$ cat src/dec_skip_pkg.sv
// Notes on behaviour
// (RULE1) opcode 0010 11da ffffffff is decrement_skip_on_zero
// (RULE2) opcode 0100 11da ffffffff is decrement_skip_on_nonzero
// (RULE3) skip-on-zero: file minus one to destination, skip when result is zero
// (RULE4) skip-on-nonzero: file minus one to destination, skip when result non-zero
// (RULE5) destination bit clear: result goes to accumulator, file register untouched
// (RULE6) destination bit set: result written back to the addressed file register
// (RULE7) bank bit clear selects access bank; set uses bank_selector_register bank
// (RULE8) bank clear, extended set on, address up to 95: indexed literal offset
// (RULE9) a skip discards the prefetched instruction and runs a no-operation cycle
// (RULE10) one word; one cycle without skip, two cycles with skip
// (RULE11) skipping a two-word instruction adds two idle cycles, three in total
// (RULE12) no arithmetic status flag changes
package dec_skip_pkg;
  localparam logic [3:0]  OPC_HI_ZERO    = 4'h2;
  localparam logic [3:0]  OPC_HI_NONZERO = 4'h4;
  localparam logic [1:0]  OPC_MID        = 2'h3;
  localparam logic [7:0]  LIT_OFS_LIMIT  = 8'h5F;
  localparam logic [3:0]  ACC_LOW_BANK   = 4'h0;
  localparam logic [3:0]  ACC_HIGH_BANK  = 4'hF;
  localparam logic [7:0]  ONE            = 8'h01;
  localparam logic [7:0]  ZERO           = 8'h00;
  localparam logic [1:0]  LAST_PHASE     = 2'h3;
  localparam logic [1:0]  PHASE_FIRST    = 2'h0;
  localparam logic [1:0]  ONE_NOP        = 2'h1;
  localparam logic [1:0]  TWO_NOP        = 2'h2;

  typedef enum logic [2:0] {
    S_IDLE = 3'h0,
    S_Q1   = 3'h1,
    S_Q2   = 3'h3,
    S_Q3   = 3'h2,
    S_Q4   = 3'h6,
    S_NOP  = 3'h7
  } state_t;

  typedef struct packed {
    logic [3:0] hi;
    logic [1:0] mid;
    logic       dest;
    logic       bank;
    logic [7:0] faddr;
  } instr_t;

  typedef struct packed {
    logic        wr;
    logic [11:0] addr;
    logic [7:0]  data;
  } file_req_t;
endpackage

`timescale 1ns/1ps
`default_nettype none
module dec_unit
  import dec_skip_pkg::*;
(
  input  wire logic       clock,
  input  wire logic       nrst,
  input  wire logic       load,
  input  wire logic       on_zero,
  input  wire logic [7:0] operand,
  output logic      [7:0] result_r,
  output logic            skip_r
);
  logic [7:0] diff;

  assign diff = operand - ONE;

  always_ff @(posedge clock or negedge nrst) begin
    if (!nrst) begin
      result_r <= ZERO;
      skip_r   <= 1'b0;
    end else if (load) begin
      result_r <= diff;
      skip_r   <= on_zero ? (diff == ZERO) : (diff != ZERO); // RULE3 RULE4
    end
  end
endmodule
`default_nettype wire

$ cat src/dec_skip_core.sv
`timescale 1ns/1ps
`default_nettype none
// one clock per Q phase; four clocks make one instruction cycle
module dec_skip_core
  import dec_skip_pkg::*;
(
  input  wire logic        clock,
  input  wire logic        nrst,
  input  wire logic        instr_valid,
  input  wire logic [15:0] instr,
  input  wire logic        next_two_word,
  input  wire logic        ext_set_en,
  input  wire logic [3:0]  bank_selector_register,
  input  wire logic [11:0] index_base,
  input  wire logic [7:0]  file_rdata,
  output logic             busy_r,
  output logic             file_rd_r,
  output logic [11:0]      file_addr_r,
  output logic             file_wr_r,
  output logic [7:0]       file_wdata_r,
  output logic             w_wr_r,
  output logic [7:0]       w_wdata_r,
  output logic             status_wr_r,
  output logic             discard_r,
  output logic             nop_cycle_r
);
  state_t     state_r;
  state_t     state_nxt;
  instr_t     ins_r;
  instr_t     ins_in;
  logic       match;
  logic [1:0] phase_r;
  logic [1:0] nops_r;
  logic       next_two_r;
  logic [7:0] result;
  logic       skip;
  logic [11:0] addr_nxt;

  assign ins_in = instr_t'(instr);
  assign match  = (ins_in.mid == OPC_MID) && // RULE1 RULE2
                  ((ins_in.hi == OPC_HI_ZERO) || (ins_in.hi == OPC_HI_NONZERO));

  always_comb begin
    if (ins_r.bank) begin
      addr_nxt = {bank_selector_register, ins_r.faddr}; // RULE7
    end else if (ext_set_en && ins_r.faddr <= LIT_OFS_LIMIT) begin
      addr_nxt = index_base + {4'h0, ins_r.faddr}; // RULE8
    end else if (ins_r.faddr <= LIT_OFS_LIMIT) begin
      addr_nxt = {ACC_LOW_BANK, ins_r.faddr}; // RULE7
    end else begin
      addr_nxt = {ACC_HIGH_BANK, ins_r.faddr};
    end
  end

  dec_unit u_dec (
    .clock    (clock),
    .nrst     (nrst),
    .load     (state_r == S_Q2),
    .on_zero  (ins_r.hi == OPC_HI_ZERO),
    .operand  (file_rdata),
    .result_r (result),
    .skip_r   (skip)
  );

  always_comb begin
    state_nxt = state_r;
    unique case (state_r)
      S_IDLE: begin
        if (instr_valid && match) begin
          state_nxt = S_Q1;
        end
      end
      S_Q1: state_nxt = S_Q2;
      S_Q2: state_nxt = S_Q3;
      S_Q3: state_nxt = S_Q4;
      S_Q4: state_nxt = skip ? S_NOP : S_IDLE; // RULE9 RULE10
      S_NOP: begin
        if (phase_r == LAST_PHASE && nops_r == ONE_NOP) begin
          state_nxt = S_IDLE;
        end
      end
      default: state_nxt = S_IDLE;
    endcase
  end

  always_ff @(posedge clock or negedge nrst) begin
    if (!nrst) begin
      state_r <= S_IDLE;
    end else begin
      state_r <= state_nxt;
    end
  end

  // the prefetch tells us the follower's length while it sits in the queue
  always_ff @(posedge clock or negedge nrst) begin
    if (!nrst) begin
      ins_r      <= instr_t'(16'h0000);
      next_two_r <= 1'b0;
    end else if (state_r == S_IDLE && instr_valid && match) begin
      ins_r      <= ins_in;
      next_two_r <= next_two_word;
    end
  end

  always_ff @(posedge clock or negedge nrst) begin
    if (!nrst) begin
      phase_r <= PHASE_FIRST;
      nops_r  <= 2'h0;
    end else if (state_r == S_Q4) begin
      phase_r <= PHASE_FIRST;
      nops_r  <= next_two_r ? TWO_NOP : ONE_NOP; // RULE11
    end else if (state_r == S_NOP) begin
      phase_r <= phase_r + 2'h1;
      if (phase_r == LAST_PHASE) begin
        nops_r <= nops_r - 2'h1;
      end
    end
  end

  always_ff @(posedge clock or negedge nrst) begin
    if (!nrst) begin
      busy_r      <= 1'b0;
      nop_cycle_r <= 1'b0;
      discard_r   <= 1'b0;
    end else begin
      busy_r      <= state_nxt != S_IDLE;
      nop_cycle_r <= state_nxt == S_NOP; // RULE9 RULE11
      discard_r   <= state_r == S_Q4 && skip; // RULE9
    end
  end

  always_ff @(posedge clock or negedge nrst) begin
    if (!nrst) begin
      file_rd_r   <= 1'b0;
      file_addr_r <= 12'h000;
    end else begin
      file_rd_r <= state_r == S_Q1;
      if (state_r == S_Q1) begin
        file_addr_r <= addr_nxt;
      end
    end
  end

  // writes land in Q4; accumulator and file port never both fire
  always_ff @(posedge clock or negedge nrst) begin
    if (!nrst) begin
      file_wr_r    <= 1'b0;
      file_wdata_r <= ZERO;
      w_wr_r       <= 1'b0;
      w_wdata_r    <= ZERO;
    end else begin
      file_wr_r <= state_r == S_Q3 && ins_r.dest; // RULE6
      w_wr_r    <= state_r == S_Q3 && !ins_r.dest; // RULE5
      if (state_r == S_Q3) begin
        file_wdata_r <= result;
        w_wdata_r    <= result;
      end
    end
  end

  // status flags are owned elsewhere; this path never requests a write
  always_ff @(posedge clock or negedge nrst) begin
    if (!nrst) begin
      status_wr_r <= 1'b0;
    end else begin
      status_wr_r <= 1'b0; // RULE12
    end
  end
endmodule
`default_nettype wire

$ cat config.mk
export PLATFORM = sky130hd
export DESIGN_NAME = dec_skip_core
export DESIGN_NICKNAME = d
export VERILOG_FILES = /design/src/dec_skip_pkg.sv /design/src/dec_skip_core.sv
export SDC_FILE = /design/constraint.sdc
export NUM_CORES = 1
export LEC_CHECK = 0
export BUFFER_PORTS_ARGS = -buffer_cell sky130_fd_sc_hd__buf_4
export CAP_MARGIN = 20
export CORE_MARGIN = 2
export CORE_UTILIZATION = 40
export CTS_BUF_LIST = sky130_fd_sc_hd__clkbuf_2
export DETAILED_ROUTE_END_ITERATION = 7
export GPL_TIMING_DRIVEN = 0
export PLACE_DENSITY = 0.68
export RECOVER_POWER = 50
export SYNTH_ARGS = -nofsm -noshare
export SYNTH_HDL_FRONTEND = slang
export SYNTH_SLANG_ARGS = --single-unit
$ cat constraint.sdc
create_clock -name clock -period 2.2 [get_ports clock]
set_input_delay 0.11 -clock clock [delete_from_list [all_inputs] [get_ports clock]]
set_output_delay 0.11 -clock clock [all_outputs]
set_load 0.02 [all_outputs]
======== Word-level counts from Yosys, hierarchy flattened ========
Cells that the tools add are included.
word-level totals
  register bits after elaboration ......... 57
  output and inout port bits .............. 35
  bits of input ports ..................... 45
operators by class
  magnitude comparators ................... 1
  reduce and logical (&&, ||, !) cells .... 18
  equality and inequality tests ........... 12
  multiplexer cells ....................... 14
  add/sub/neg operators ................... 4
operators by type and width
  operator                                              count
  two-way mux 12 bit                                    3
  one-hot mux 3 bit (6 select lines)                    1
  adder 12 x 8 -> 12 bit                                1
  two-way mux 2 bit                                     6
  == test 3 bit (second input constant)                 3
  logical AND 1 bit                                     9
  two-way mux 3 bit                                     3
  == test 4 x 2 -> 1 bit (second input constant)        2
  <= comparator 8 x 7 -> 1 bit (second input constant)  1
  logical NOT 8 bit                                     1
  nonzero test 8 bit                                    1
  subtractor 8 x 1 -> 8 bit (second input constant)     1
  == test 3 x 2 -> 1 bit (second input constant)        2
  == test 2 bit (second input constant)                 2
  == test 4 x 3 -> 1 bit (second input constant)        1
  nonzero test 2 bit                                    2
  == test 3 x 1 -> 1 bit (second input constant)        1
  logical NOT 3 bit                                     1
  nonzero test 3 bit                                    1
  adder 2 x 1 -> 2 bit (second input constant)          1
  == test 2 x 1 -> 1 bit (second input constant)        1
  AND reduction 2 bit                                   1
  subtractor 2 x 1 -> 2 bit (second input constant)     1
  logical NOT 1 bit                                     1
  other kinds (2)                                       2

======== Logic depth before layout (Yosys ltp) ========
  depth after elaboration ................. 7
  depth in mapped cells ................... 9

======== Hierarchy ========
A second synthesis with hierarchy kept.
second synthesis, totals
  cell total of the unflattened synthesis .. 303
  area, all modules ....................... 3124.2 µm²
modules (own cells, without submodules)
  module         seq. area each (µm²)  times used  area each (µm²)  cells an instance
  dec_skip_core  1201.2                1           2565.0           247
  dec_unit       225.2                 1           559.3            56

======== Worst setup path after synthesis ========
Ideal clock, no wire load.
  kind .................................... reg2reg
  from .................................... register ins_r[0] in the netlist's numbering
  to ...................................... register file_addr_r[6]
  cell stages (with the launch flop) ...... 10
  period minus slack after synthesis ...... 1.885 ns
  arrival ................................. 1.808 ns
  data required time ...................... 2.123 ns
  path buffers ............................ 0
  setup slack ............................. 0.315 ns
  setup time .............................. 0.077 ns
  cells stage by stage .................... dfrtp_1 -> ha_1 -> inv_1 -> fa_1 -> nor2b_1 -> o31a_1 -> o21a_1 -> nor3_1 -> o31a_1 -> a21oi_1
between the ends
  longest elaborated chain between the ends .. 4
  elaborated cells on any way between the ends .. 5
  those cells by class .................... 1 x add/sub; 1 x order compare; 2 x mux; 1 x reduce/logical
RTL lines
  element                                                         RTL line              RTL
  start, declared                                                 dec_skip_core.sv:29   instr_t ins_r;
  start signal, assigned                                          dec_skip_core.sv:97   ins_r <= instr_t'(16'h0000);
  start signal, assigned                                          dec_skip_core.sv:100  ins_r <= ins_in;
  branches (longest 2 deep; another with adder 12 x 8 -> 12 bit)  -
  two-way mux 12 bit *                                            dec_skip_core.sv:46   end else if (ext_set_en && ins_r.faddr <= LIT_OFS_LIMIT) begin
  two-way mux 12 bit *                                            dec_skip_core.sv:44   if (ins_r.bank) begin
  end signal, assigned                                            dec_skip_core.sv:139  file_addr_r <= addr_nxt;
  end, declared                                                   dec_skip_core.sv:18   output logic [11:0] file_addr_r,
Every way passes the cells marked *.
A chain may end at the register's enable or synchronous reset.

======== Final worst setup path ========
Ends and elaborated chain as after synthesis.

==> impl_metrics.json <==
{
  "reg2reg_from": "ins_r[0]",
  "grt_pass1_wl_um": 11390,
  "vias": 2488,
  "drt_iter0_drc": 77,
  "syn_to_final_growth_pct": 37.14,
  "path_clk_slew_ns": 0.18,
  "ioPinCount": 80,
  "core_area_mm2": 0.007253,
  "swShare_pct": 39.98,
  "crit_family": "compound AO/OA/AOI/OAI gates",
  "yosysTopAreaCellShare_pct": 47.84,
  "min_period_over_period_pct": 97.04,
  "tns_ns": 0,
  "vias_per_cell": 4.859,
  "synth_most_common_cell": "dfrtp_1",
  "grtUsageMet3_pct": 3.506,
  "timing.max_cap.violations": 0,
  "fin_area_mm2": 0.004089,
  "cts_buffer_depth": 2,
  "grtUsageTotal_pct": 17.48,
  "synth_top_area_cell": "dfrtp_1",
  "synth-warning-count": 0,
  "arrival_ns": 2.55,
  "drive_gt1_share_pct": 30.02,
  "finalClockSkew_ns": 0.02588,
  "detail-route-antenna-nets": 0,
  "netlist_area_mm2": 0.002982,
  "startpoint_type": "flip-flop",
  "drc": 0,
  "busiest_layer": "met2",
  "power.density_mw_per_mm2": 1072,
  "portBuffers": 78,
  "intPower_w": 0.002630,
  "path_buf_inv": 1,
  "drt_wl_total_um": 6747,
  "p_switching_w": 0.001752,
  "vdd_drop_max_mv": 0.6957,
  "setup_viol": 0,
  "place.gp.congestion": 0.8072,
  "rsz0062_at_grt": "true",
  "syn_nets": 344,
  "num_antenna_cells": 0,
  "leakage_nw": 1.930,
  "period_needed_ns": 2.135,
  "synth-edff-count": 0,
  "syn_area_per_cell_um2": 10.43,
  "num_rows": 31,
  "finalHoldViolations": 0,
  "yosys-top-cells-count": "dfrtp_1 (57), nand2_1 (34), mux2_2 (18)",
  "end_kind": "flip-flop",
  "htreeDepth": 3,
  "dieArea_mm2": 0.008160,
  "combPwrFrac_pct": 46.1,
  "reg2regPathDepth": 9,
  "ctsRootBufferMaster": "clkbuf_2",
  "use_met1_pct": 21.54,
  "hold_class": "input pin to flip-flop",
  "synth_cells": 286,
  "first_pass_iters": 4,
  "min_from": "file_rdata[1]",
  "seq_area_frac_synth_pct": 47.84,
  "grt_max_degree": 58,
  "final_nets": 466,
  "path_depth": 9,
  "insertion_delay_ns": 0.47,
  "use_met2_pct": 29.82,
  "status": "finished, final reports clean",
  "hold_depth": 4,
  "dieHeight_um": 90.34,
  "die_width_um": 90.34,
  "power.share.clock_pct": 15.3,
  "overflow": 0,
  "cts_tree": "built",
  "wl_per_cell_um": 13.18,
  "ys_ff_latch": 57,
  "async_flop_share_pct": 100.0,
  "crit_slowest_cell": "dfrtp_1",
  "power_frac_seq_pct": 38.7,
  "cp_max_fo": 3,
  "clock_sinks": 57,
  "antenna_found_initial": 0,
  "dp_hpwl_um": 4706,
  "final.fill_count": 687,
  "max_freq_mhz": 468.4,
  "ys_types": 51,
  "tightest_slew_ns": 1.380,
  "max_stage_delay_ns": 0.44,
  "startpoint": "ins_r[0]",
  "required_ns": 2.62,
  "grt_pass1_vias": 2466,
  "synth_area_leaders": "dfrtp_1 (48%), mux2_2 (6.8%), ha_1 (5.0%), nand2_1 (4.3%), o21ai_0 (2.5%)",
  "place_area_mm2": 0.003691,
  "synthFlopType": "dfrtp_1",
  "hold_slack_ns": 0.05241,
  "initial_core_util_pct": 41.11,
  "relSlewSlack_pct": 7.977,
  "worstPathCellList": "ha_2, inv_2, fa_2, nor2b_4, o31a_1, o21a_1, o21a_1, o31a_1, a21oi_2",
  "drv_slew": 0,
  "crit_type": "flip-flop to flip-flop",
  "numCtsBuffers": 9
}
==> registers in the layout (all words and copies together), names as in the netlist, 2 cells and up <==
register	flops
file_addr_r	12
file_wdata_r	8
ins_r	14
nops_r	2
phase_r	2
state_r	3
u_dec.result_r	8
==> worst reg2reg max path: stages (launching register included) <==
cell     delay (ns)
dfrtp_1        0.44
ha_2           0.21
inv_2          0.07
fa_2           0.23
nor2b_4        0.05
o31a_1         0.30
o21a_1         0.23
o21a_1         0.17
o31a_1         0.29
a21oi_2        0.11
==> repair_timing <==
action	4_1_cts	5_1_grt
resized for setup	1	5
endpoints found under the hold margin	80	0
setup buffers	0	1
hold buffers	32	0
setup endpoints to repair	1	3
pin swaps	1	6
==> cells in the final DEF, fill, tap and decap left out, types with 2 or more instances in the layout <==
cell type,synthesis,layout
buf_4,9,71
dfrtp_1,57,57
nand2_1,34,34
dlygate4sd3_1,0,32
clkbuf_1,4,20
mux2_2,18,18
nor2_1,17,17
o21ai_0,15,15
a21oi_1,14,13
ha_1,12,11
o21ai_1,10,10
clkbuf_2,0,10
inv_1,9,8
xnor2_1,8,8
xor2_1,6,6
o21a_1,5,5
nor2b_1,5,4
a21o_1,4,4
a31oi_1,4,4
nor3b_1,3,3
buf_2,3,3
and2_1,3,3
mux2_1,3,3
o31ai_1,3,3
nand3b_1,3,3
clkinvlp_4,0,3
inv_2,1,2
nand3_1,2,2
or2_1,2,2
nand2b_1,2,2
nand4_1,2,2
a211oi_1,2,2
o31a_1,2,2
o22ai_1,2,2
a311o_1,2,2
nor3_1,2,2
clkinv_2,0,2
==> logic make-up (layout without fill, tap and decap cells) <==
group                      after synthesis  after routing  share of synthesized area [%]
and+or+nand+nor                         85             85                          14.86
AOI/OAI and AO/OA                       67             67                          13.97
DFF                                     57             57                          47.84
buffers and inverters                   27            154                          4.909
muxes                                   21             21                          7.931
xor gates and xnor gates                15             15                          4.658
adders and majority gates               13             13                          5.707
other                                    1              1                         0.1258
==> power groups by stage <==
stage | logic (W) | registers (W) | clock network (W)
final | 0.00202 | 0.00169 | 0.000669
after detailed placement | 0.00207 | 0.00172 | 0
after CTS | 0.00212 | 0.00170 | 0.000696
after global placement | 0.00203 | 0.00170 | 0
after floorplan | 0.00109 | 0.00193 | 0
after global routing | 0.00222 | 0.00175 | 0.000745
==> metal layers <==
layer  part of all wire [%]  wire (um)
met5                      0          0
met4                    1.1         77
met3                    4.6        313
met2                     50       3357
met1                     44       2999
==> final cells by class <==
| cell class | count | area [um2] | share of cell area, % |
|---|---|---|---|
| multi-input combinational | 202 | 1425 | 34.85 |
| tap | 99 | 123.9 | 3.029 |
| sequential | 57 | 1426 | 34.88 |
| clock buffer | 9 | 45.04 | 1.102 |
| clock inverter | 7 | 71.32 | 1.744 |
| buffer | 17 | 108.9 | 2.662 |
| timing repair buffer | 111 | 850.8 | 20.81 |
| inverter | 10 | 37.54 | 0.9180 |
==> per-stage QoR <==
step | power [W] | utilization, % | setup slack (ns) | std cells
after CTS | 0.004518 | 56.94 | 0.004498 | 511
after floorplan | 0.003011 | - | 0.3150 | 286
after detailed placement | 0.003791 | 50.89 | 0.05346 | 463
after global routing | 0.004716 | 56.37 | -0.05357 | 512
after global placement | 0.003735 | 50.89 | 0.1294 | 463
final | 0.004381 | 56.37 | 0.06503 | 512
==> final timing paths <==
check                                     to  slack (ns)
max                           file_addr_r[6]        0.07
max reg2reg                   file_addr_r[6]        0.07
max in group asynchronous             busy_r        0.88
min reg2reg                           w_wr_r        0.46
min in group asynchronous     file_addr_r[0]        0.47
min                        u_dec.result_r[1]        0.05
Note: power is estimated with default switching activity, not from simulation.
